===== src/shared/gpio_bank_map.vh =====
// Register offsets, field positions and reset values of the pin configuration bank.
// Assumes inclusion by bare name from the design files.
`ifndef GPIO_BANK_MAP_VH
`define GPIO_BANK_MAP_VH
`define PIN3_CONFIG_INDEX 8'h0f
`define PIN5_PIN6_CONFIG_INDEX 8'h10
`define PIN7_PIN8_CONFIG_INDEX 8'h11
`define BANK_CONTROL_INDEX 8'h14
`define CONFIG_RESET 8'h00
`define PIN3_WRITE_MASK 8'h0f
`define PAIR_WRITE_MASK 8'hbb
`define CONTROL_WRITE_MASK 8'h01
`define LO_VALUE_BIT 3
`define HI_VALUE_BIT 7
`define LO_MODE_LSB 0
`define HI_MODE_LSB 4
`define BUS_OKAY 2'b00
`define BUS_SLVERR 2'b10
`endif


===== src/rtl/serializer_gpio_config_bank.v =====
// Pin configuration bank for pins 3 and 5 to 8, behind an AXI4-Lite slave.
// Assumes pin inputs, remote value and link state arrive asynchronously.
// Overview of operation
// - Pin 3 drives value in local output, and in code 111 on loss
// - Mode x00 functional input, x10 high impedance
// - Pin 3 codes 001 output, 011 input
// - Code 101 drives remote value, holds on loss
// - Code 111 drives remote, local value on loss
// - Port select moves pin 3 to second port
// - Pair modes 00 functional, 10 high impedance
// - Pair modes 01 output, 11 input
// - Pair pins drive value in output mode
// - Pin 7/8 register field layout
// - Value bit sets level, resets low
`timescale 1ns/1ps
`default_nettype none
`include "gpio_bank_map.vh"
module serializer_gpio_config_bank (
    input wire aclk,
    input wire aresetn,
    input wire [7:0] s_axi_awaddr,
    input wire s_axi_awvalid,
    output reg s_axi_awready,
    input wire [31:0] s_axi_wdata,
    input wire [3:0] s_axi_wstrb,
    input wire s_axi_wvalid,
    output reg s_axi_wready,
    output reg [1:0] s_axi_bresp,
    output reg s_axi_bvalid,
    input wire s_axi_bready,
    input wire [7:0] s_axi_araddr,
    input wire s_axi_arvalid,
    output reg s_axi_arready,
    output reg [31:0] s_axi_rdata,
    output reg [1:0] s_axi_rresp,
    output reg s_axi_rvalid,
    input wire s_axi_rready,
    input wire link_up_async,
    input wire remote_pin_three_async,
    input wire pin_three_in,
    input wire second_port_pin_three_in,
    input wire [3:0] pair_pin_in,
    output reg pin_three_out,
    output reg pin_three_oe,
    output reg second_port_pin_three_out,
    output reg second_port_pin_three_oe,
    output reg [3:0] pair_pin_out,
    output reg [3:0] pair_pin_oe,
    output reg [4:0] gp_input_level,
    output reg [4:0] functional_input_active
);
    reg [7:0] pin3_config;
    reg [7:0] pin5_pin6_config;
    reg [7:0] pin7_pin8_config;
    reg [7:0] bank_control;
    reg [7:0] aw_addr;
    reg aw_held;
    reg [7:0] w_data;
    reg w_strobe;
    reg w_held;
    reg [1:0] link_sync;
    reg [1:0] remote_sync;
    reg [1:0] p3_sync;
    reg [1:0] p3b_sync;
    reg [7:0] pair_sync_a;
    reg [3:0] pair_sync_b;
    wire second_port_select;
    wire [4:0] cell_out;
    wire [4:0] cell_oe;
    wire [4:0] cell_gp;
    wire [4:0] cell_fn;
    wire [4:0] pin_level;
    wire [14:0] cell_mode;
    wire [4:0] cell_value;
    wire do_write;
    localparam [1:0] READ_IDLE = 2'b01;
    localparam [1:0] READ_ANSWER = 2'b10;
    reg [1:0] read_state;

    // Byte address is four times the printed index
    function [7:0] word_index;
        input [7:0] byte_addr;
        begin
            word_index = {2'b00, byte_addr[7:2]};
        end
    endfunction

    function [7:0] reg_read;
        input [7:0] index;
        begin
            case (index)
                `PIN3_CONFIG_INDEX: reg_read = pin3_config;
                `PIN5_PIN6_CONFIG_INDEX: reg_read = pin5_pin6_config;
                `PIN7_PIN8_CONFIG_INDEX: reg_read = pin7_pin8_config;
                `BANK_CONTROL_INDEX: reg_read = bank_control;
                default: reg_read = 8'h00;
            endcase
        end
    endfunction

    function is_mapped;
        input [7:0] index;
        begin
            is_mapped = (index == `PIN3_CONFIG_INDEX) || (index == `PIN5_PIN6_CONFIG_INDEX) ||
                (index == `PIN7_PIN8_CONFIG_INDEX) || (index == `BANK_CONTROL_INDEX);
        end
    endfunction

    // Pair fields hold no remote bit, so the cell sees it as zero
    function [2:0] pair_mode;
        input [7:0] cfg;
        input hi;
        begin
            if (hi) begin
                pair_mode = {1'b0, cfg[`HI_MODE_LSB+1:`HI_MODE_LSB]};
            end else begin
                pair_mode = {1'b0, cfg[`LO_MODE_LSB+1:`LO_MODE_LSB]};
            end
        end
    endfunction

    function pair_value;
        input [7:0] cfg;
        input hi;
        begin
            pair_value = hi ? cfg[`HI_VALUE_BIT] : cfg[`LO_VALUE_BIT];
        end
    endfunction

    // Writable bits per register; reserved bits stay zero
    function [7:0] write_mask;
        input [7:0] index;
        begin
            case (index)
                `PIN3_CONFIG_INDEX: write_mask = `PIN3_WRITE_MASK;
                `PIN5_PIN6_CONFIG_INDEX: write_mask = `PAIR_WRITE_MASK;
                `PIN7_PIN8_CONFIG_INDEX: write_mask = `PAIR_WRITE_MASK;
                `BANK_CONTROL_INDEX: write_mask = `CONTROL_WRITE_MASK;
                default: write_mask = 8'h00;
            endcase
        end
    endfunction

    assign second_port_select = bank_control[0];
    assign do_write = aw_held && w_held && !s_axi_bvalid;

    // Write side: address and data taken in either order
    always @(posedge aclk) begin
        if (!aresetn) begin
            s_axi_awready <= 1'b1;
            s_axi_wready <= 1'b1;
            s_axi_bvalid <= 1'b0;
            s_axi_bresp <= `BUS_OKAY;
            aw_held <= 1'b0;
            w_held <= 1'b0;
            aw_addr <= 8'h00;
            w_data <= 8'h00;
            w_strobe <= 1'b0;
            pin3_config <= `CONFIG_RESET;
            pin5_pin6_config <= `CONFIG_RESET;
            pin7_pin8_config <= `CONFIG_RESET;
            bank_control <= `CONFIG_RESET;
        end else begin
            if (s_axi_awvalid && s_axi_awready) begin
                aw_addr <= word_index(s_axi_awaddr);
                aw_held <= 1'b1;
                s_axi_awready <= 1'b0;
            end
            if (s_axi_wvalid && s_axi_wready) begin
                w_data <= s_axi_wdata[7:0];
                w_strobe <= s_axi_wstrb[0];
                w_held <= 1'b1;
                s_axi_wready <= 1'b0;
            end
            if (do_write) begin
                s_axi_bvalid <= 1'b1;
                s_axi_bresp <= is_mapped(aw_addr) ? `BUS_OKAY : `BUS_SLVERR;
                if (w_strobe) begin
                    case (aw_addr)
                        `PIN3_CONFIG_INDEX: pin3_config <= w_data & write_mask(aw_addr);
                        `PIN5_PIN6_CONFIG_INDEX: pin5_pin6_config <= w_data & write_mask(aw_addr);
                        `PIN7_PIN8_CONFIG_INDEX: pin7_pin8_config <= w_data & write_mask(aw_addr);
                        `BANK_CONTROL_INDEX: bank_control <= w_data & write_mask(aw_addr);
                        default: bank_control <= bank_control;
                    endcase
                end
            end
            if (s_axi_bvalid && s_axi_bready) begin
                s_axi_bvalid <= 1'b0;
                aw_held <= 1'b0;
                w_held <= 1'b0;
                s_axi_awready <= 1'b1;
                s_axi_wready <= 1'b1;
            end
        end
    end

    // Read side: one read outstanding
    // Arready stays low while an answer stands, so read data cannot be overtaken
    always @(posedge aclk) begin
        if (!aresetn) begin
            read_state <= READ_IDLE;
            s_axi_arready <= 1'b1;
            s_axi_rvalid <= 1'b0;
            s_axi_rdata <= 32'h00000000;
            s_axi_rresp <= `BUS_OKAY;
        end else begin
            case (read_state)
                READ_IDLE: begin
                    if (s_axi_arvalid) begin
                        read_state <= READ_ANSWER;
                        s_axi_arready <= 1'b0;
                        s_axi_rvalid <= 1'b1;
                        s_axi_rdata <= {24'h000000, reg_read(word_index(s_axi_araddr))};
                        s_axi_rresp <= is_mapped(word_index(s_axi_araddr)) ? `BUS_OKAY : `BUS_SLVERR;
                    end
                end
                READ_ANSWER: begin
                    if (s_axi_rready) begin
                        read_state <= READ_IDLE;
                        s_axi_rvalid <= 1'b0;
                        s_axi_arready <= 1'b1;
                    end
                end
                default: begin
                    read_state <= READ_IDLE;
                    s_axi_arready <= 1'b1;
                    s_axi_rvalid <= 1'b0;
                end
            endcase
        end
    end

    // Asynchronous inputs; first stage feeds only the second
    always @(posedge aclk) begin
        if (!aresetn) begin
            link_sync <= 2'b00;
            remote_sync <= 2'b00;
            p3_sync <= 2'b00;
            p3b_sync <= 2'b00;
            pair_sync_a <= 8'h00;
            pair_sync_b <= 4'h0;
        end else begin
            link_sync <= {link_sync[0], link_up_async};
            remote_sync <= {remote_sync[0], remote_pin_three_async};
            p3_sync <= {p3_sync[0], pin_three_in};
            p3b_sync <= {p3b_sync[0], second_port_pin_three_in};
            pair_sync_a <= {pair_sync_a[3:0], pair_pin_in};
            pair_sync_b <= pair_sync_a[7:4];
        end
    end

    assign cell_mode = {
        pair_mode(pin7_pin8_config, 1'b1),
        pair_mode(pin7_pin8_config, 1'b0),
        pair_mode(pin5_pin6_config, 1'b1),
        pair_mode(pin5_pin6_config, 1'b0),
        pin3_config[2:0]};
    assign cell_value = {pair_value(pin7_pin8_config, 1'b1), pair_value(pin7_pin8_config, 1'b0),
        pair_value(pin5_pin6_config, 1'b1), pair_value(pin5_pin6_config, 1'b0), pin3_config[`LO_VALUE_BIT]};
    assign pin_level = {pair_sync_b, second_port_select ? p3b_sync[1] : p3_sync[1]};

    genvar g;
    generate
        for (g = 0; g < 5; g = g + 1) begin : cells
            pin_cell u_cell (
                .aclk(aclk),
                .aresetn(aresetn),
                .mode(cell_mode[3*g+2:3*g]),
                .value(cell_value[g]),
                .remote_capable(g == 0),
                .remote_value(remote_sync[1]),
                .link_up(link_sync[1]),
                .pin_out(cell_out[g]),
                .pin_oe(cell_oe[g]),
                .gp_input(cell_gp[g]),
                .functional_input(cell_fn[g])
            );
        end
    endgenerate

    // Pin 3 control follows the port selection; the idle port floats
    always @(posedge aclk) begin
        if (!aresetn) begin
            pin_three_out <= 1'b0;
            pin_three_oe <= 1'b0;
            second_port_pin_three_out <= 1'b0;
            second_port_pin_three_oe <= 1'b0;
            pair_pin_out <= 4'h0;
            pair_pin_oe <= 4'h0;
            gp_input_level <= 5'h00;
            functional_input_active <= 5'h00;
        end else begin
            pin_three_out <= second_port_select ? 1'b0 : cell_out[0];
            pin_three_oe <= second_port_select ? 1'b0 : cell_oe[0];
            second_port_pin_three_out <= second_port_select ? cell_out[0] : 1'b0;
            second_port_pin_three_oe <= second_port_select ? cell_oe[0] : 1'b0;
            pair_pin_out <= cell_out[4:1];
            pair_pin_oe <= cell_oe[4:1];
            gp_input_level <= cell_gp & pin_level;
            functional_input_active <= cell_fn;
        end
    end
endmodule // serializer_gpio_config_bank
`default_nettype wire


===== src/rtl/pin_cell.v =====
// One general-purpose pin: decodes a mode field into drive, enable and input use.
// Assumes mode and value come from registers on the same clock; remote inputs already synchronised.
`timescale 1ns/1ps
`default_nettype none
module pin_cell (
    input wire aclk,
    input wire aresetn,
    input wire [2:0] mode,
    input wire value,
    input wire remote_capable,
    input wire remote_value,
    input wire link_up,
    output reg pin_out,
    output reg pin_oe,
    output reg gp_input,
    output reg functional_input
);
    reg held_remote;
    reg next_out;
    reg next_oe;
    wire [2:0] eff_mode;
    // Pairs without remote control only see the low two bits
    assign eff_mode = remote_capable ? mode : {1'b0, mode[1:0]};

    always @(posedge aclk) begin
        if (!aresetn) begin
            held_remote <= 1'b0;
        end else if (link_up) begin
            held_remote <= remote_value;
        end
    end

    always @* begin
        next_out = 1'b0;
        next_oe = 1'b0;
        case (eff_mode)
            3'b001: begin
                next_out = value;
                next_oe = 1'b1;
            end
            3'b101: begin
                next_out = link_up ? remote_value : held_remote;
                next_oe = 1'b1;
            end
            3'b111: begin
                next_out = link_up ? remote_value : value;
                next_oe = 1'b1;
            end
            default: begin
                next_out = 1'b0;
                next_oe = 1'b0;
            end
        endcase
    end

    always @(posedge aclk) begin
        if (!aresetn) begin
            pin_out <= 1'b0;
            pin_oe <= 1'b0;
            gp_input <= 1'b0;
            functional_input <= 1'b0;
        end else begin
            pin_out <= next_out;
            pin_oe <= next_oe;
            gp_input <= (eff_mode[1:0] == 2'b11) && !eff_mode[2];
            functional_input <= (eff_mode[1:0] == 2'b00);
        end
    end
endmodule // pin_cell
`default_nettype wire


===== config.mk =====
export PLATFORM = sky130hd
export DESIGN_NAME = serializer_gpio_config_bank
export DESIGN_NICKNAME = d
export VERILOG_FILES = /design/src/rtl/serializer_gpio_config_bank.v /design/src/rtl/pin_cell.v
export VERILOG_INCLUDE_DIRS = /design/src /design/src/shared
export SDC_FILE = /design/constraint.sdc
export NUM_CORES = 1
export LEC_CHECK = 0
export ABC_AREA = 1
export BUFFER_PORTS_ARGS = -buffer_cell sky130_fd_sc_hd__buf_2
export CORE_ASPECT_RATIO = 0.6
export CORE_MARGIN = 1
export CORE_UTILIZATION = 45
export CTS_CLUSTER_SIZE = 28
export DETAILED_ROUTE_END_ITERATION = 8
export PLACE_DENSITY = 0.75
export SKIP_LAST_GASP = 1
export SYNTH_ARGS = -nofsm -noshare
export SYNTH_HDL_FRONTEND = slang
export SYNTH_SLANG_ARGS = --single-unit

===== constraint.sdc =====
create_clock -name aclk -period 1.04 [get_ports aclk]
set_input_delay 0.052 -clock aclk [delete_from_list [all_inputs] [get_ports aclk]]
set_output_delay 0.052 -clock aclk [all_outputs]
set_load 0.005 [all_outputs]

Yosys cells after proc, flatten, opt, wreduce, memory -nomap -nowiden:

Index checks and enable logic that the tools add are counted.

* register bits after elaboration: 131
* logic and storage cells: 153
* output and inout port bits: 63

* bitwise logic cells: 6
* reductions and logical operators: 33
* multiplexer cells: 37
* equal/unequal tests: 24

Operator list (number)
* $mux 8: 16
* $eq 6x5->1 const B: 6
* $and 8x8->8: 4
* $pmux 8 s4: 1
* $reduce_and 2->1: 7
* $eq 2x2->1 const B: 6
* $eq 6x4->1 const B: 2
* $mux 1: 12
* $reduce_and 3->1: 4
* $eq 2x1->1 const B: 5
* $logic_not 2->1: 5
* $mux 2: 4
* $eq 3x3->1 const B: 2
* $logic_and 1x1->1: 6
* $logic_or 1x1->1: 6
* $and 5x5->5: 1
* $ne 2x2->1 const B: 2
* $pmux 1 s2: 2
* $pmux 2 s2: 1
* $reduce_or 2->1: 2
* $eq 3x1->1 const B: 1
* $pmux 1 s3: 1
* $reduce_or 3->1: 1
* $logic_not 1->1: 2
* $not 1->1: 1

Logic depth before layout (Yosys ltp):

* depth in word-level cells: 6
* gate-level depth with buffers: 8
* depth with buffers taken out: 8

Hierarchy:

A second synthesis with hierarchy kept.

* cells, all modules: 553
* area total of the unflattened synthesis: 4354.2 sq um

Modules (own cells, without submodules)
* serializer_gpio_config_bank: cells an instance 418, times used 1, area each 3347.0 sq um
* pin_cell: cells an instance 27, times used 5, area each 201.4 sq um

Worst setup path before layout:

Ideal clock, no wire load.

* path kind: register -> register
* from: reg s_axi_bvalid
* to: reg pin5_pin6_config[1]
* data required time: 0.897 ns
* period minus slack after synthesis: 1.138 ns
* path slack: -0.098 ns
* arrival time: 0.995 ns
* cell stages (with the launch flop): 9
* buffers on the path: 0
* cell sequence: dfxtp_1 inv_2 nand3_2 nor2_4 inv_2 nor2_4 inv_2 nand2_1 a21oi_2

* longest elaborated chain between the ends: 3

RTL lines
* from (decl): line serializer_gpio_config_bank.v:29 `output reg s_axi_bvalid,`
* from (signal assigned): line serializer_gpio_config_bank.v:152 `s_axi_bvalid <= 1'b0;`
* from (signal assigned): line serializer_gpio_config_bank.v:176 `s_axi_bvalid <= 1'b1;`
* from (signal assigned): line serializer_gpio_config_bank.v:189 `s_axi_bvalid <= 1'b0;`
* $logic_not 1->1: line serializer_gpio_config_bank.v:145 `assign do_write = aw_held && w_held && !s_axi_bvalid;`
* $logic_and 1x1->1: line serializer_gpio_config_bank.v:145
* $reduce_and 3->1 (no source line)
* to (signal assigned): line serializer_gpio_config_bank.v:160 `` pin5_pin6_config <= `CONFIG_RESET; ``
* to (signal assigned): line serializer_gpio_config_bank.v:181 `` `PIN5_PIN6_CONFIG_INDEX: pin5_pin6_config <= w_data & write_mask(aw_addr); ``
* to (decl): line serializer_gpio_config_bank.v:53 `reg [7:0] pin5_pin6_config;`

No other way between the ends.
A chain may end at the register's enable or synchronous reset.

Worst setup path after layout:

* from: reg aw_addr[4]
* to: reg pin5_pin6_config[3]

* longest elaborated chain between the ends: 2

RTL lines
* from (decl): line serializer_gpio_config_bank.v:56 `reg [7:0] aw_addr;`
* from (signal assigned): line serializer_gpio_config_bank.v:165 `aw_addr <= word_index(s_axi_awaddr);`
* $eq 6x5->1: line serializer_gpio_config_bank.v:134, serializer_gpio_config_bank.v:179
* $reduce_and 3->1 (no source line)

No other way between the ends.

==> summary.txt <==
Clocking
  – CTS max path bufs: 2
  – Worst-Skew Late Latency: roughly 0.34 ns
  – CTS tree: done
  – CTS Buf Count: 9
  – Clock transition at the registers of the reported paths: 0.06 ns
  – Root buffer cell: clkbuf_16
  – Clk sink count: 110
  – H-tree Lvls: 3

Synthesis
  – Top cell type's share of synthesized area: roughly 54%
  – Number of flops mapped to enable cells by yosys: 0
  – Post-synthesis compound-gate area fraction: 10.1%
  – Leading area contributor after synthesis: dfxtp_1
  – Adder-cell share of the synthesized area: 0%
  – Synthesized area: a little over 4000 sq um
  – Asr flop ratio synth: 0%
  – Main combinational cell family by area after synthesis: simple AND/OR/NAND/NOR gates
  – Synth cell types: 30
  – Mapped Cells: 484
  – Ys flop type: dfxtp_1
  – Synth Warn #: 0
  – Post-synthesis sequential area ratio: 54.4%
  – Flops & latches, synth: 110
  – Top cells by area, synth: dfxtp_1 54%, nand2_1 10%, inv_1 5.4%
  – Synth Area in Simple Gates: a little under a quarter
  – Mux share of post-synthesis cell area: 0%
  – Synth top cells by count: 110 x dfxtp_1, 110 x nand2_1, 58 x inv_1
  – Mapped Avg Cell Area: 8.36 sq um
  – XOR/XNOR share of the synthesized area: 0%

Placed design
  – Placed Instance Area: approximately 4600 sq um
  – DP HPWL: around 6500 um
  – Port bufs: 70
  – GPL Wtd Cong: roughly 0.88

Worst setup path
  – CP Capture Type: flip-flop
  – FF-to-FF Start: aw_addr[4]
  – R2R depth: 7
  – Critical path data arrival time: 1.42 ns
  – Critical path class: flip-flop to flip-flop
  – Crit-path max FO: 7
  – Worst EP required: roughly 1.3 ns
  – R2R Path End: pin5_pin6_config[3]
  – Reg-to-reg slack, setup: -0.16 ns
  – CP startpoint kind: flip-flop

Detailed routing
  – Routed vias/inst: roughly 4.6
  – Routed vias: around 3,200
  – DR WL/cell: about 12 um
  – WL met1: roughly 4500 um
  – TritonRoute pass-1 iters: 4
  – DR WL met3: between 500 and 600 um
  – DRC viols: 0
  – Routed wire length on met2: 3780 um
  – Post-route ant nets: 0
  – Final WL: between 8000 and 9000 um
  – Iter 0 DRT Violations: between 200 and 250
  – Top sig layer: met4

Die
  – Core Area: 8620 sq um
  – I/O Pins: 130
  – Initial Utilization: between 40% and 50%
  – Die area: 9390 sq um
  – Die Width: roughly 120 um
  – Die Height: around 75 um
  – Num rows: 26

Pwr
  – Peak supply drop: 1.04 mV
  – P per Cell Area: around 1600 nW/um^2
  – Leakage Power: around 2.5 nW
  – Pwr Total: ~0.0085 W

Status
  – Failing checks: negative setup slack
  – Status: finished with violations

Cells and area
  – Area growth, synth to finish: 27.9%
  – Diodes inserted: 0
  – NumNets Final: 664
  – Fillers: ~760
  – Layout cells sized above 1: a little under a third
  – Fin area: approximately 5200 sq um

STA
  – Final count of negative-setup-slack endpoints: 18
  – Clk_skew: about 0.0045 ns
  – PnR worst setup slack: -0.158 ns
  – Slew Limit Fails: 0
  – Clock period minus worst slack: around 1.2 ns
  – Max Fclk: approximately 830 MHz
  – Final setup TNS: -2.06 ns
  – RSZ-0062 raised after global routing: yes
  – Hold Slack: around 0.012 ns
  – Fin crit share: 115%
  – Final Hold Viols: 0

GRT
  – GR Overflow Total: 0
  – Via count of the first global-routing pass: between 2,000 and 3,000
  – Initial antenna violation count: 0
  – All-layer global routing usage: around 20%
  – First-pass GRT wire length: between 10,000 and 15,000 um
  – Pin count of the biggest net entering global routing: 28

Worst hold path
  – WHS Endpoint: aw_addr[3]
  – Hold WC Path Type: input port to flip-flop
  – Hold path depth: 3
  – Worst Hold Launch: s_axi_awaddr[5]

Flow run
  – Max-cap violations: 0
per-stage QoR:
| stage | util (%) | instances | setup WS, ns |
|---|---|---|---|
| 5_1_grt | 60.1 | 713 | -0.240 |
| 3_5_place_dp | 53.3 | 676 | -0.172 |
| 3_3_place_gp | 53.3 | 676 | -0.128 |
| 2_1_floorplan | - | 510 | -0.0876 |
| 4_1_cts | 59.2 | 711 | -0.141 |
| 6_report | 60.1 | 713 | -0.158 |
placed cells by master, fill, tap and decap left out, types with 2 or more instances in the layout:
cell,synthesis,routed
nor2_2,2,2
buf_6,0,2
o21ai_0,20,13
clkbuf_16,0,9
o21ai_1,4,8
nand4_4,2,2
clkinv_2,0,2
nand3_1,8,7
nand2_1,110,99
o211ai_1,2,2
buf_2,2,69
buf_4,27,25
dfxtp_2,0,11
nor3_2,1,2
dlygate4sd3_1,0,19
nor3_1,12,11
dfxtp_1,110,99
conb_1,1,27
nand3_2,3,2
inv_1,58,57
a21oi_1,20,18
nor3b_1,3,3
nor2_1,41,41
a21oi_2,15,17
inv_2,12,10
nand4_1,4,4
inv_4,0,3
o21ai_2,3,6
nand3_4,0,2
nand2_2,1,12
nor2_4,8,8
routing by layer:
layer / track usage (%) / vias up
met5: 0 / -
met4: 4.02 / 0
met1: 27.7 / 1471
met2: 30.4 / 99
li1: - / 1669
met3: 6.53 / 6
where the power goes:
part,internal (W),switching [W],total (W)
Sequential,0.00435,0.0000973,0.00445
Combinational,0.000303,0.000385,0.000687
Clock,0.00191,0.00142,0.00333
layout make-up:
cell class / count / area (sq um) / area share, %
flip-flops and latches: 110 / 2220 / 42.8
inverters: 71 / 274 / 5.29
repair buffers: 116 / 766 / 14.8
multi-input cells: 289 / 1490 / 28.8
well taps: 112 / 140 / 2.71
clock inverters: 4 / 47.5 / 0.918
clock buffers: 11 / 243 / 4.69
logic make-up after synthesis:
family / count (synthesis)
AO/OA/AOI/OAI: 66
flip-flops: 110
AND/OR/NAND/NOR: 196
buffers and inverters: 111
other: 1
worst max-delay path by stage:
stage                       from  cells past startpoint  slack (ns)             endpoint
global route          aw_addr[4]                      7       -0.24  pin5_pin6_config[3]
detailed placement    aw_addr[2]                      6       -0.17  pin7_pin8_config[7]
CTS                 s_axi_bvalid                      8       -0.14  pin7_pin8_config[7]
finish                aw_addr[4]                      7       -0.16  pin5_pin6_config[3]
global placement      aw_addr[2]                      6       -0.13  pin7_pin8_config[7]
floorplan             aw_addr[4]                      7       -0.09  pin7_pin8_config[5]
timing repair:
action / in CTS / in global routing
gates cloned: 0 / 0
hold buffers: 18 / 1
gates resized for setup: 12 / 22
buffers inserted: 2 / 2
pin swaps: 5 / 3
endpoints found under the setup margin: 17 / 36
endpoints found under the hold margin: 20 / 1
critical path, cell delays in order (launching register included):
cell,delay (ns)
dfxtp_2,0.35
inv_2,0.05
nor2_4,0.14
nand4_4,0.11
nor2_4,0.23
inv_4,0.09
nand2_2,0.07
a21oi_2,0.05
flip-flops by register name, summed over array words and instances, names as in the netlist, 2 cells and up:
| signal | count |
|---|---|
| pair_sync_a | 8 |
| s_axi_rdata | 7 |
| w_data | 7 |
| aw_addr | 6 |
| pin5_pin6_config | 6 |
| pin7_pin8_config | 6 |
| cells.u_cell.functional_input | 5 |
| cells.u_cell.gp_input | 5 |
| cells.u_cell.pin_oe | 5 |
| cells.u_cell.pin_out | 5 |
| functional_input_active | 5 |
| gp_input_level | 5 |
| pair_pin_oe | 4 |
| pair_pin_out | 4 |
| pair_sync_b | 4 |
| pin3_config | 4 |
| link_sync | 2 |
| p3_sync | 2 |
| p3b_sync | 2 |
| remote_sync | 2 |
Power figures use the tool's default switching activity.
